File: config.mk
export PLATFORM = sky130hd
export DESIGN_NAME = nfc_host
export DESIGN_NICKNAME = d
export VERILOG_FILES = /design/src/nfc_pkg.sv /design/src/nfc_buf2.sv /design/src/nfc_host.sv
export SDC_FILE = /design/constraint.sdc
export NUM_CORES = 1
export LEC_CHECK = 0
export ABC_AREA = 1
export BUFFER_PORTS_ARGS = -buffer_cell sky130_fd_sc_hd__buf_2
export CAP_MARGIN = 20
export CORE_MARGIN = 2
export CORE_UTILIZATION = 55
export DETAILED_ROUTE_END_ITERATION = 7
export PLACE_DENSITY = 0.8
export SYNTH_ARGS = -nofsm -noshare
export SYNTH_HDL_FRONTEND = slang
export SYNTH_SLANG_ARGS = --single-unit
File: constraint.sdc
create_clock -name clk_sys -period 1.9 [get_ports clk_sys]
set_input_delay 0.19 -clock clk_sys [delete_from_list [all_inputs] [get_ports clk_sys]]
set_output_delay 0.19 -clock clk_sys [all_outputs]
set_load 0.005 [all_outputs]
File: src/nfc_pkg.sv
// constants and types for the nand flash host controller
package nfc_pkg;
    localparam int CLK_PERIOD_NS = 25;
    // strobe phase lengths, at least the slow variant's 70 ns byte cycle
    localparam int STROBE_LOW_NS = 35;
    localparam int STROBE_HIGH_NS = 35;
    localparam logic [3:0] STROBE_LOW_CYC =
        4'((STROBE_LOW_NS + CLK_PERIOD_NS - 1) / CLK_PERIOD_NS);
    localparam logic [3:0] STROBE_HIGH_CYC =
        4'((STROBE_HIGH_NS + CLK_PERIOD_NS - 1) / CLK_PERIOD_NS);
    // output access delay before sampling read data
    localparam int OUTPUT_ACCESS_DELAY_NS = 45;
    localparam logic [3:0] OUTPUT_ACCESS_DELAY_CYC =
        4'((OUTPUT_ACCESS_DELAY_NS + CLK_PERIOD_NS - 1) / CLK_PERIOD_NS);
    // wait from last write strobe until busy is valid
    localparam int BUSY_SETTLE_NS = 150;
    localparam logic [3:0] BUSY_SETTLE_CYC =
        4'((BUSY_SETTLE_NS + CLK_PERIOD_NS - 1) / CLK_PERIOD_NS);
    localparam logic [7:0] CMD_READ_LO = 8'h00;
    localparam logic [7:0] CMD_READ_HI = 8'h01;
    localparam logic [7:0] CMD_PROG_SETUP = 8'h80;
    localparam logic [7:0] CMD_PROG_EXEC = 8'h10;
    localparam logic [7:0] CMD_ERASE_SETUP = 8'h60;
    localparam logic [7:0] CMD_ERASE_EXEC = 8'hD0;
    localparam logic [9:0] PAGE_MAIN_BYTES = 10'd512;
    localparam logic [9:0] PAGE_FULL_BYTES = 10'd528;
    localparam logic [9:0] HALF_PAGE_BYTES = 10'd256;
    typedef enum logic [1:0] {
        NFC_OP_READ,
        NFC_OP_PROG,
        NFC_OP_ERASE
    } nfc_op_e;
    typedef enum logic [1:0] {
        NFC_BK_CMD,
        NFC_BK_ADDR,
        NFC_BK_WDATA,
        NFC_BK_RDATA
    } nfc_beat_e;
endpackage : nfc_pkg

File: src/nfc_buf2.sv
// two-entry valid/ready buffer for read data
`timescale 1ns/1ps
`default_nettype none
module nfc_buf2 (
    // clock and reset
    input wire logic clk_sys,
    input wire logic resetn,
    // fill side
    input wire logic [7:0] in_data,
    input wire logic in_valid,
    output logic in_ready,
    // drain side
    output logic [7:0] out_data,
    output logic out_valid,
    input wire logic out_ready
);
    logic [7:0] mem_q [2];
    logic wp_q;
    logic rp_q;
    logic [1:0] cnt_q;
    wire push = in_valid && in_ready;
    wire pop = out_valid && out_ready;
    assign in_ready = cnt_q != 2'd2;
    assign out_valid = cnt_q != 2'd0;
    assign out_data = mem_q[rp_q];
    always_ff @(posedge clk_sys or negedge resetn) begin
        if (!resetn) begin
            wp_q <= 1'b0;
            rp_q <= 1'b0;
            cnt_q <= 2'd0;
            mem_q[0] <= 8'h00;
            mem_q[1] <= 8'h00;
        end else begin
            if (push) begin
                mem_q[wp_q] <= in_data;
                wp_q <= ~wp_q;
            end
            if (pop)
                rp_q <= ~rp_q;
            cnt_q <= 2'(cnt_q + {1'b0, push} - {1'b0, pop});
        end
    end
endmodule // nfc_buf2
`default_nettype wire

File: src/nfc_host.sv
// host controller driving a nand flash device through its pins
// How it works
// - command beat: command select high, strobe rises
// - address beat: address select high, strobe rises
// - address sent column, middle, high byte
// - read strobe no faster than 70 ns
// - program and erase use two commands
// - erase sends only two row bytes
// - write data taken on strobe rise
`timescale 1ns/1ps
`default_nettype none
module nfc_host (
    // clock and reset
    input wire logic clk_sys,
    input wire logic resetn,
    // operation request
    input wire logic op_valid,
    input wire logic [1:0] op_kind,
    input wire logic op_half,
    input wire logic [23:0] op_addr,
    input wire logic [9:0] op_len,
    output logic op_ready,
    output logic op_done,
    // program data source
    input wire logic [7:0] wr_data,
    input wire logic wr_valid,
    output logic wr_ready,
    // read data sink
    output logic [7:0] rd_data,
    output logic rd_valid,
    input wire logic rd_ready,
    // flash pins
    output logic chip_sel_n,
    output logic cmd_latch,
    output logic addr_latch,
    output logic write_strobe_n,
    output logic output_strobe_n,
    output logic prog_lock_n,
    output logic spare_en_n,
    input wire logic [7:0] shared_bus_i,
    output logic [7:0] shared_bus_o,
    output logic [7:0] shared_bus_oe,
    input wire logic ready_busy_i,
    // static controls
    input wire logic allow_write,
    input wire logic read_spare
);
    typedef enum logic [2:0] {
        ST_IDLE, ST_LOW, ST_HIGH, ST_WAIT, ST_NEXT
    } nfc_state_e;
    nfc_state_e st_q;
    nfc_pkg::nfc_beat_e beat_q;
    nfc_pkg::nfc_op_e op_q;
    logic [3:0] tmr_q;
    logic [1:0] step_q;
    logic [23:0] addr_q;
    logic half_q;
    logic [9:0] cnt_q;
    logic [7:0] cap_q;
    logic cap_v_q;
    logic cs_n_q, cle_q, ale_q, we_n_q, re_n_q, lock_n_q, spare_n_q;
    logic [7:0] bo_q;
    logic oe_q;
    logic done_q;
    logic rdy_q;
    logic buf_ready;

    function automatic logic [3:0] dec(input logic [3:0] v);
        dec = (v == 4'd0) ? 4'd0 : 4'(v - 4'd1);
    endfunction

    // address byte order, bit 8 never sent
    wire [7:0] addr_byte0 = addr_q[7:0];
    wire [7:0] addr_byte1 = addr_q[16:9];
    // top address byte carries seven bits; its msb is sent low
    wire [7:0] addr_byte2 = {1'b0, addr_q[23:17]};
    wire is_erase = op_q == nfc_pkg::NFC_OP_ERASE;
    wire is_read = op_q == nfc_pkg::NFC_OP_READ;
    // erase skips the column byte
    wire [1:0] addr_first = is_erase ? 2'd1 : 2'd0;
    wire [7:0] addr_sel = (step_q == 2'd0) ? addr_byte0 :
        (step_q == 2'd1) ? addr_byte1 : addr_byte2;
    wire [7:0] read_cmd = half_q ? nfc_pkg::CMD_READ_HI
        : nfc_pkg::CMD_READ_LO;
    wire [7:0] setup_cmd = is_read ? read_cmd : is_erase ?
        nfc_pkg::CMD_ERASE_SETUP : nfc_pkg::CMD_PROG_SETUP;
    wire [7:0] exec_cmd = is_erase ? nfc_pkg::CMD_ERASE_EXEC
        : nfc_pkg::CMD_PROG_EXEC;
    wire [7:0] cmd_sel = (step_q == 2'd0) ? setup_cmd : exec_cmd;
    // read data stall: no strobe while buffer is full
    wire rd_go = buf_ready && !cap_v_q;
    wire data_go = (beat_q == nfc_pkg::NFC_BK_RDATA) ? rd_go : wr_valid;
    wire tmr_zero = tmr_q == 4'd0;
    wire last_data = cnt_q == 10'd1;
    wire busy_seen = !ready_busy_i;
    wire start_ok = op_valid && rdy_q && ready_busy_i;
    // a write beat is anything other than a read data beat
    wire wr_beat = beat_q != nfc_pkg::NFC_BK_RDATA;
    wire [7:0] beat_byte = (beat_q == nfc_pkg::NFC_BK_CMD) ? cmd_sel :
        (beat_q == nfc_pkg::NFC_BK_ADDR) ? addr_sel : wr_data;

    nfc_buf2 u_buf (
        .clk_sys(clk_sys),
        .resetn(resetn),
        .in_data(cap_q),
        .in_valid(cap_v_q),
        .in_ready(buf_ready),
        .out_data(rd_data),
        .out_valid(rd_valid),
        .out_ready(rd_ready)
    );

    always_ff @(posedge clk_sys or negedge resetn) begin
        if (!resetn) begin
            st_q <= ST_IDLE;
            beat_q <= nfc_pkg::NFC_BK_CMD;
            op_q <= nfc_pkg::NFC_OP_READ;
            tmr_q <= 4'd0;
            step_q <= 2'd0;
            addr_q <= 24'h000000;
            half_q <= 1'b0;
            cnt_q <= 10'd0;
            rdy_q <= 1'b0;
        end else begin
            tmr_q <= dec(tmr_q);
            unique case (st_q)
                ST_IDLE: begin
                    rdy_q <= ready_busy_i;
                    if (start_ok) begin
                        rdy_q <= 1'b0;
                        op_q <= nfc_pkg::nfc_op_e'(op_kind);
                        addr_q <= op_addr;
                        half_q <= op_half;
                        // length of every operation kind capped at one full page
                        cnt_q <= (op_len > nfc_pkg::PAGE_FULL_BYTES) ?
                            nfc_pkg::PAGE_FULL_BYTES : op_len;
                        beat_q <= nfc_pkg::NFC_BK_CMD;
                        step_q <= 2'd0;
                        st_q <= ST_NEXT;
                    end
                end
                ST_NEXT: begin
                    if (beat_q == nfc_pkg::NFC_BK_CMD ||
                        beat_q == nfc_pkg::NFC_BK_ADDR || data_go) begin
                        tmr_q <= wr_beat ? nfc_pkg::STROBE_LOW_CYC
                            : nfc_pkg::OUTPUT_ACCESS_DELAY_CYC;
                        st_q <= ST_LOW;
                    end
                end
                ST_LOW: if (tmr_zero) begin
                    tmr_q <= nfc_pkg::STROBE_HIGH_CYC;
                    st_q <= ST_HIGH;
                end
                ST_HIGH: if (tmr_zero) begin
                    st_q <= ST_NEXT;
                    unique case (beat_q)
                        nfc_pkg::NFC_BK_CMD:
                            if (step_q == 2'd1) begin
                                tmr_q <= nfc_pkg::BUSY_SETTLE_CYC;
                                st_q <= ST_WAIT;
                            end else begin
                                beat_q <= nfc_pkg::NFC_BK_ADDR;
                                step_q <= addr_first;
                            end
                        nfc_pkg::NFC_BK_ADDR:
                            if (step_q == 2'd2) begin
                                step_q <= 2'd0;
                                if (is_read) begin
                                    tmr_q <= nfc_pkg::BUSY_SETTLE_CYC;
                                    st_q <= ST_WAIT;
                                end else if (is_erase) begin
                                    beat_q <= nfc_pkg::NFC_BK_CMD;
                                    step_q <= 2'd1;
                                end else
                                    beat_q <= nfc_pkg::NFC_BK_WDATA;
                            end else
                                step_q <= 2'(step_q + 2'd1);
                        default: begin
                            cnt_q <= 10'(cnt_q - 10'd1);
                            if (last_data) begin
                                st_q <= is_read ? ST_IDLE : ST_NEXT;
                                beat_q <= nfc_pkg::NFC_BK_CMD;
                                step_q <= 2'd1;
                            end
                        end
                    endcase
                end
                ST_WAIT: if (tmr_zero && !busy_seen) begin
                    // array read done: stream data; else op complete
                    if (is_read && beat_q == nfc_pkg::NFC_BK_ADDR) begin
                        beat_q <= nfc_pkg::NFC_BK_RDATA;
                        st_q <= (cnt_q == 10'd0) ? ST_IDLE : ST_NEXT;
                    end else
                        st_q <= ST_IDLE;
                end
            endcase
        end
    end

    // pin drivers, all registered
    always_ff @(posedge clk_sys or negedge resetn) begin
        if (!resetn) begin
            cs_n_q <= 1'b1;
            cle_q <= 1'b0;
            ale_q <= 1'b0;
            we_n_q <= 1'b1;
            re_n_q <= 1'b1;
            bo_q <= 8'h00;
            oe_q <= 1'b0;
            lock_n_q <= 1'b0;
            spare_n_q <= 1'b1;
            cap_q <= 8'h00;
            cap_v_q <= 1'b0;
            done_q <= 1'b0;
        end else begin
            lock_n_q <= allow_write;
            spare_n_q <= !read_spare;
            // chip select held through busy; deselect only in idle
            cs_n_q <= st_q == ST_IDLE;
            cle_q <= st_q != ST_IDLE && st_q != ST_WAIT &&
                beat_q == nfc_pkg::NFC_BK_CMD;
            ale_q <= st_q != ST_IDLE && st_q != ST_WAIT &&
                beat_q == nfc_pkg::NFC_BK_ADDR;
            we_n_q <= !(st_q == ST_LOW && wr_beat);
            re_n_q <= !(st_q == ST_LOW && !wr_beat);
            bo_q <= beat_byte;
            // only drive while writing; read beats leave bus to device
            oe_q <= (st_q == ST_LOW || st_q == ST_HIGH) && wr_beat;
            cap_v_q <= 1'b0;
            if (st_q == ST_LOW && tmr_zero && !wr_beat) begin
                cap_q <= shared_bus_i;
                cap_v_q <= 1'b1;
            end
            done_q <= st_q != ST_IDLE && st_q != ST_NEXT &&
                ((st_q == ST_WAIT && tmr_zero && !busy_seen &&
                !(is_read && beat_q == nfc_pkg::NFC_BK_ADDR &&
                cnt_q != 10'd0)) ||
                (st_q == ST_HIGH && tmr_zero && is_read && last_data &&
                beat_q == nfc_pkg::NFC_BK_RDATA));
        end
    end

    assign chip_sel_n = cs_n_q;
    assign cmd_latch = cle_q;
    assign addr_latch = ale_q;
    assign write_strobe_n = we_n_q;
    assign output_strobe_n = re_n_q;
    assign prog_lock_n = lock_n_q;
    assign spare_en_n = spare_n_q;
    assign shared_bus_o = bo_q;
    assign shared_bus_oe = {8{oe_q}};
    assign op_ready = rdy_q;
    assign op_done = done_q;
    // write byte consumed at end of each program data beat
    assign wr_ready = st_q == ST_HIGH && tmr_zero &&
        beat_q == nfc_pkg::NFC_BK_WDATA;
endmodule // nfc_host
`default_nettype wire

==> summary.md, run 1 <==
| Metric | Value |
|---|---|
| Share of cells above drive strength 1 | `0.203` |
| Syn. warnings | `0` |
| Initial DRC count | `260` |
| Worst Skew | `0.0110 ns` |
| First-pass GRT wire length | `about 19000 µm` |
| Vias per inst | `5.19` |
| Post-layout nets | `778` |
| Final Util | `0.652` |
| # clock sinks | `94` |
| Final Non-Filler Cells | `824` |
| WP data required | `1.71 ns` |
| Cts bufs inserted | `9` |
| Die height | `97.3 µm` |
| Hold WC Path Type | `in2reg` |
| GPL Wtd Cong | `slightly above 0.9` |
| Max Cap Viol | `0` |
| Routed Antenna Nets | `0` |
| Mapped Area | `4780 µm²` |
| CTS tree | `built` |
| DR WL/cell | `12.9 µm` |
| Root buf cell | `clkbuf_8` |
| Worst flop-to-flop path startpoint | `st_q[2]$_DFFE_PN0P_` |
| CP Launch Type | `flip-flop` |
| Fillers | `753` |
| RSZ-0062 raised after global routing | `no` |
| First-pass detailed-route iteration total | `5` |
| Area Growth Syn to Fin | `17.1%` |
| Die Area | `9460 µm²` |
| Cell total after placement | `805` |
| Crit share post-route | `0.948` |
| Clk_lat worst skew | `0.36 ns` |
| FF+latch count, synth | `94` |
| Yosys cell types | `34` |
| Leak Pwr | `between 3 and 4 nW` |
| Drt total wl | `10600 µm` |
| Vias in the first global route | `4296` |
| Setup TNS | `0 ns` |
| H-tree levels | `3` |
| Outcome | `finished, final reports clean` |
| Fmax | `between 500 and 600 MHz` |
| Post-Syn Area per Cell | `7.75 µm²` |
| Largest net degree at the start of global routing | `55` |
| Clock slew at reported path FFs | `0.10 ns` |
| # DRC | `0` |
| Final hold violations | `0` |
| Initial antenna violation count | `0` |
| CTS Buffer Depth | `2` |
| Pwr dens | `1310 nW/µm²` |
| Syn Nets | `684` |
| Commonest non-fill, non-tap cell in the layout | `nand2_1` |
| Initial Utilization | `0.557` |
| Core area | `between 8000 and 9000 µm²` |
| CP arrival | `1.61 ns` |
| Crit path time final | `around 1.8 ns` |
| Std-Cell Rows | `34` |
| Antenna cells | `0` |
| Cell area after layout | `roughly 5600 µm²` |
| Via count | `~4300` |
| Gr ovfl total | `0` |
| Min-delay src | `op_addr[23]` |
| Max-slew headroom | `0.678` |
| Fin. max-slew vios | `0` |
| Final HPWL DP | `7870 µm` |
| Die W | `97.3 µm` |
| Final setup viols | `0` |
| VDD IR max | `between 600 and 700 µV` |
| I/O pins | `96` |
| CP Class | `reg2out` |
| Register area share after synthesis | `0.493` |
| DP Area | `5330 µm²` |
| Origin of the worst setup path | `tmr_q[1]$_DFF_PN0_` |
| Post-Synthesis Cells | `617` |
| GRT Total Usage | `0.238` |
| Crit Path Max Fanout | `10` |
| Slew @ Worst Pin | `roughly 0.48 ns` |
| Number of buffers added on ports | `94` |
| Crit. End Element | `output pin` |
| Most frequent cells in the layout | `nand2_1, buf_2, dfrtp_1, inv_1, o21ai_0` |
[cell type report]
| type | instances | area [µm²] | area share |
|---|---|---|---|
| clock inverter | 6 | 97.6 | 0.0174 |
| clock buffer | 10 | 128 | 0.0228 |
| inverter | 76 | 285 | 0.0509 |
| tap | 108 | 135 | 0.0241 |
| sequential | 94 | 2360 | 0.421 |
| timing repair buffer | 108 | 623 | 0.111 |
| multi-input combinational | 422 | 1980 | 0.353 |
[worst paths after layout]
path / end / slack (ns) / cells after the start
worst max-delay path: wr_ready / 0.1 / 5
worst min-delay path: addr_q[23]$_DFFE_PN0P_ / 0.02 / 3
worst max register to register: cnt_q[9]$_DFFE_PN0P_ / 0.24 / 7
worst min register to register: addr_q[18]$_DFFE_PN0P_ / 0.49 / 2
max in group asynchronous: output_strobe_n$_DFF_PN1_ / 1.05 / 3
min in group asynchronous: cap_q[7]$_DFFE_PN0P_ / 0.20 / 2
[synthesized netlist by cell type, drive strengths merged]
library cell	count	area, µm²
nand2	212	803
dfrtp	90	2250
inv	75	282
o21ai	65	329
nor2	52	249
nand3	39	195
buf	23	171
a21oi	15	75.1
nand4	7	43.8
ha	6	75.1
nor3	5	25.0
dfstp	4	105
or2	4	25.0
o211ai	3	22.5
a21boi	2	15.0
a221oi	2	17.5
clkbuf	2	7.51
o2111ai	2	17.5
xnor2	2	17.5
xor2	2	17.5
clkinv	1	3.75
nor4	1	6.26
o21bai	1	11.3
o221ai	1	8.76
o31ai	1	7.51
[per-layer routing]
metal	vias up	routed length (µm)	global-route usage
met2	148	5150	0.391
met4	0	173	0.0919
met5	-	0	0
met1	1990	4690	0.319
met3	19	612	0.0417
li1	2122	-	-
[where the power goes]
group,internal (mW),switching (mW)
clock network,0.766,0.734
registers,2.63,0.378
logic,1.04,1.78
[registers in the layout, indices dropped and copies added, names as in the netlist, 2 cells and up]
register and count:
addr_q 23, beat_q 2, cap_q 8, cnt_q 10, op_q 2, shared_bus_o 8, st_q 3, step_q 2
tmr_q 4, u_buf.cnt_q 2, u_buf.mem_q 16
[logic make-up (layout without fill, tap and decap cells)]
| family | after synthesis | count (layout) | synth area share |
|---|---|---|---|
| buffers and inverters | 101 | 200 | 0.0970 |
| flip-flops | 94 | 94 | 0.493 |
| AO/OA/AOI/OAI | 92 | 92 | 0.105 |
| AND/OR/NAND/NOR | 320 | 320 | 0.282 |
| adder cells (fa/ha/maj) | 6 | 6 | 0.0157 |
| XOR/XNOR | 4 | 4 | 0.00733 |
[what timing repair did]
item / in CTS / in global routing
hold endpoints to repair: 65 / 0
resized for setup: 2 / 2
endpoints found under the setup margin: 1 / 2
hold buffers: 3 / 0
buffers inserted: 0 / 0
[critical path, cell delays in order (launching register included)]
cell,delay [ns]
dfrtp_1,0.39
inv_1,0.10
ha_2,0.21
nand2_4,0.13
nor4_2,0.26
buf_2,0.17
[stage by stage]
step           power [mW]  hold WS (ns)  worst slack [ns]
2_1_floorplan        4.98        -0.106             0.382
3_3_place_gp         5.67        0.0414             0.274
3_5_place_dp         5.81        0.0416             0.172
4_1_cts              7.34        0.0131            0.0111
5_1_grt              7.97        0.0122            0.0140
6_report             7.33        0.0205            0.0989
Note: power is estimated with default switching activity, not from simulation.
==> run 2, diff against run 1 <==
Settings changed: PLACE_DENSITY 0.8 to 0.87.
==> summary.md, run 2 (synthesis gave the netlist of run 1 again) <==
| Metric | Value |
|---|---|
| Worst Skew | `0.0151 ns` |
| # clock sinks | `94` |
| Setup TNS | `0 ns` |
| GRT Total Usage | `0.241` |
| Cell count along the critical path | `4` |
| Core area | `~8600 µm²` |
| Die W | `97.3 µm` |
| Most frequent cells in the layout | `nand2_1, buf_2, dfrtp_1, inv_1, o21ai_0` |
| Crit share post-route | `0.921` |
| Crit Path Max Fanout | `10` |
| Worst reg2reg path depth | `9` |
| Die Area | `around 9500 µm²` |
| Max-slew headroom | `0.629` |
| Commonest non-fill, non-tap cell in the layout | `nand2_1` |
| Post-layout nets | `780` |
| CP max-delay cell | `dfrtp_1` |
| Final setup viols | `0` |
| GPL Wtd Cong | `0.921` |
| Drt total wl | `10800 µm` |
| Min Hold Slack | `0.0179 ns` |
| FF/Latch Area | `2360 µm²` |
| CTS tree | `built` |
| Fmax | `572 MHz` |
| Layer with the highest usage | `met2` |
| Cts bufs inserted | `9` |
| Number of buffers added on ports | `94` |
| Final HPWL DP | `between 8000 and 9000 µm` |
| Max reg flops | `23` |
| GR Util met3 | `0.0353` |
| Vias in the first global route | `4245` |
| Setup WS post-layout | `0.151 ns` |
| Pwr dens | `1280 nW/µm²` |
| First-pass GRT wire length | `around 19000 µm` |
| Share of cells above drive strength 1 | `0.206` |
| Slew @ Worst Pin | `~0.55 ns` |
| Root buf cell | `clkbuf_8` |
| Fillers | `between 700 and 800` |
| Largest net degree at the start of global routing | `41` |
| Critical path buffers and inverters | `1` |
| # DRC | `0` |
| CP arrival | `1.56 ns` |
| Die height | `97.3 µm` |
| Max Cap Viol | `0` |
| CP Class | `reg2out` |
| DP Area | `between 5000 and 6000 µm²` |
| CP max stage delay | `0.43 ns` |
| Final hold violations | `0` |
| First-pass detailed-route iteration total | `5` |
| Crit path time final | `1.75 ns` |
| DR WL/cell | `13.1 µm` |
| Most flops, register | `addr_q` |
| Grt met1 use | `0.326` |
| Initial Utilization | `0.557` |
| Cell area after layout | `5590 µm²` |
| RSZ-0062 raised after global routing | `no` |
| Final Util | `0.650` |
| WP data required | `1.71 ns` |
| Final Non-Filler Cells | `826` |
| Worst flop-to-flop path startpoint | `beat_q[0]$_DFFE_PN0P_` |
| Area Growth Syn to Fin | `16.8%` |
| Delay-heaviest family, CP | `simple AND/OR/NAND/NOR gates` |
| Via count | `between 4000 and 5000` |
| CTS Buffer Depth | `2` |
| Std-Cell Rows | `34` |
| Clock slew at reported path FFs | `0.10 ns` |
| Outcome | `finished, final reports clean` |
| CP Launch Type | `flip-flop` |
| Initial DRC count | `between 200 and 300` |
| Area of the multi-input gates | `1980 µm²` |
| Cell total after placement | `slightly above 800` |
| Worst hold stages | `3` |
| Routed Antenna Nets | `0` |
| Fin. max-slew vios | `0` |
| Total power | `7.13 mW` |
| Largest registers | `addr_q (23), u_buf.mem_q (16), cnt_q (10)` |
| H-tree levels | `3` |
| Gr ovfl total | `0` |
| I/O pins | `96` |
| GR met2 Demand/Resource | `0.402` |
| Initial antenna violation count | `0` |
| Vias per inst | `a little over 5` |
| Crit-path cells | `nor2_1 -> nand2_4 -> nor4_4 -> buf_2` |
| Origin of the worst setup path | `tmr_q[2]$_DFF_PN0_` |
| VDD IR max | `721 µV` |
| Setup Fix Bufs, Post-CTS | `0` |
| Hold WC Path Type | `in2reg` |
| Antenna cells | `0` |
| Clk_lat worst skew | `0.37 ns` |
| Leak Pwr | `3.04 nW` |
| Min-delay src | `op_addr[23]` |
| Setup Slack @ Placement | `0.181 ns` |
| Crit. End Element | `output pin` |
==> run 2: cell types whose count changed in the layout (fill, tap and decap cells not counted), sizes merged <==
cell,change
clkbuf,-1
inv,+1
bufinv,-2
buf,+2
clkinv,+2
==> run 2: final timing paths <==
check	to	slack [ns]
min in group asynchronous	u_buf.mem_q[14]$_DFFE_PN0P_	0.29
max in group asynchronous	write_strobe_n$_DFF_PN1_	0.98
setup / recovery	wr_ready	0.15
hold / removal	addr_q[23]$_DFFE_PN0P_	0.02
hold reg to reg	addr_q[19]$_DFFE_PN0P_	0.48
setup reg to reg	beat_q[0]$_DFFE_PN0P_	0.22
==> run 2: final cells by class <==
cell class | instances | share of cell area
flip-flops and latches | 94 | 0.422
inverters | 76 | 0.0511
repair buffers | 110 | 0.114
clock buffers | 9 | 0.0222
well taps | 108 | 0.0242
multi-input cells | 422 | 0.355
clock inverters | 7 | 0.0112
==> run 2: timing repair <==
| item | 4_1_cts | 5_1_grt |
|---|---|---|
| gates resized for setup | 1 | 4 |
| endpoints found under the hold margin | 30 | 0 |
| setup endpoints to repair | 1 | 5 |
| hold buffers | 3 | 0 |
| pin swaps | 0 | 0 |
==> run 2: worst reg2reg max path, stage by stage, from the launching register on <==
cell and delay (ns):
dfrtp_1 0.51, inv_1 0.09, nor2_1 0.29, nand2_1 0.12, nand2_1 0.08, nand3_1 0.09
nor2_1 0.19, nand2_1 0.10, nand2_1 0.06, nand2_1 0.05
==> run 2: where the power goes <==
part / internal (mW) / leakage (nW) / switching (mW)
registers: 2.63 / 1.17 / 0.401
clock network: 0.509 / 0.0984 / 0.774
logic: 1.03 / 1.78 / 1.79
==> run 2: metal layers <==
| layer | share of wire | up-vias |
|---|---|---|
| li1 | - | 2131 |
| met1 | 0.44 | 1996 |
| met2 | 0.49 | 144 |
| met3 | 0.054 | 19 |
| met4 | 0.016 | 0 |
| met5 | 0 | - |
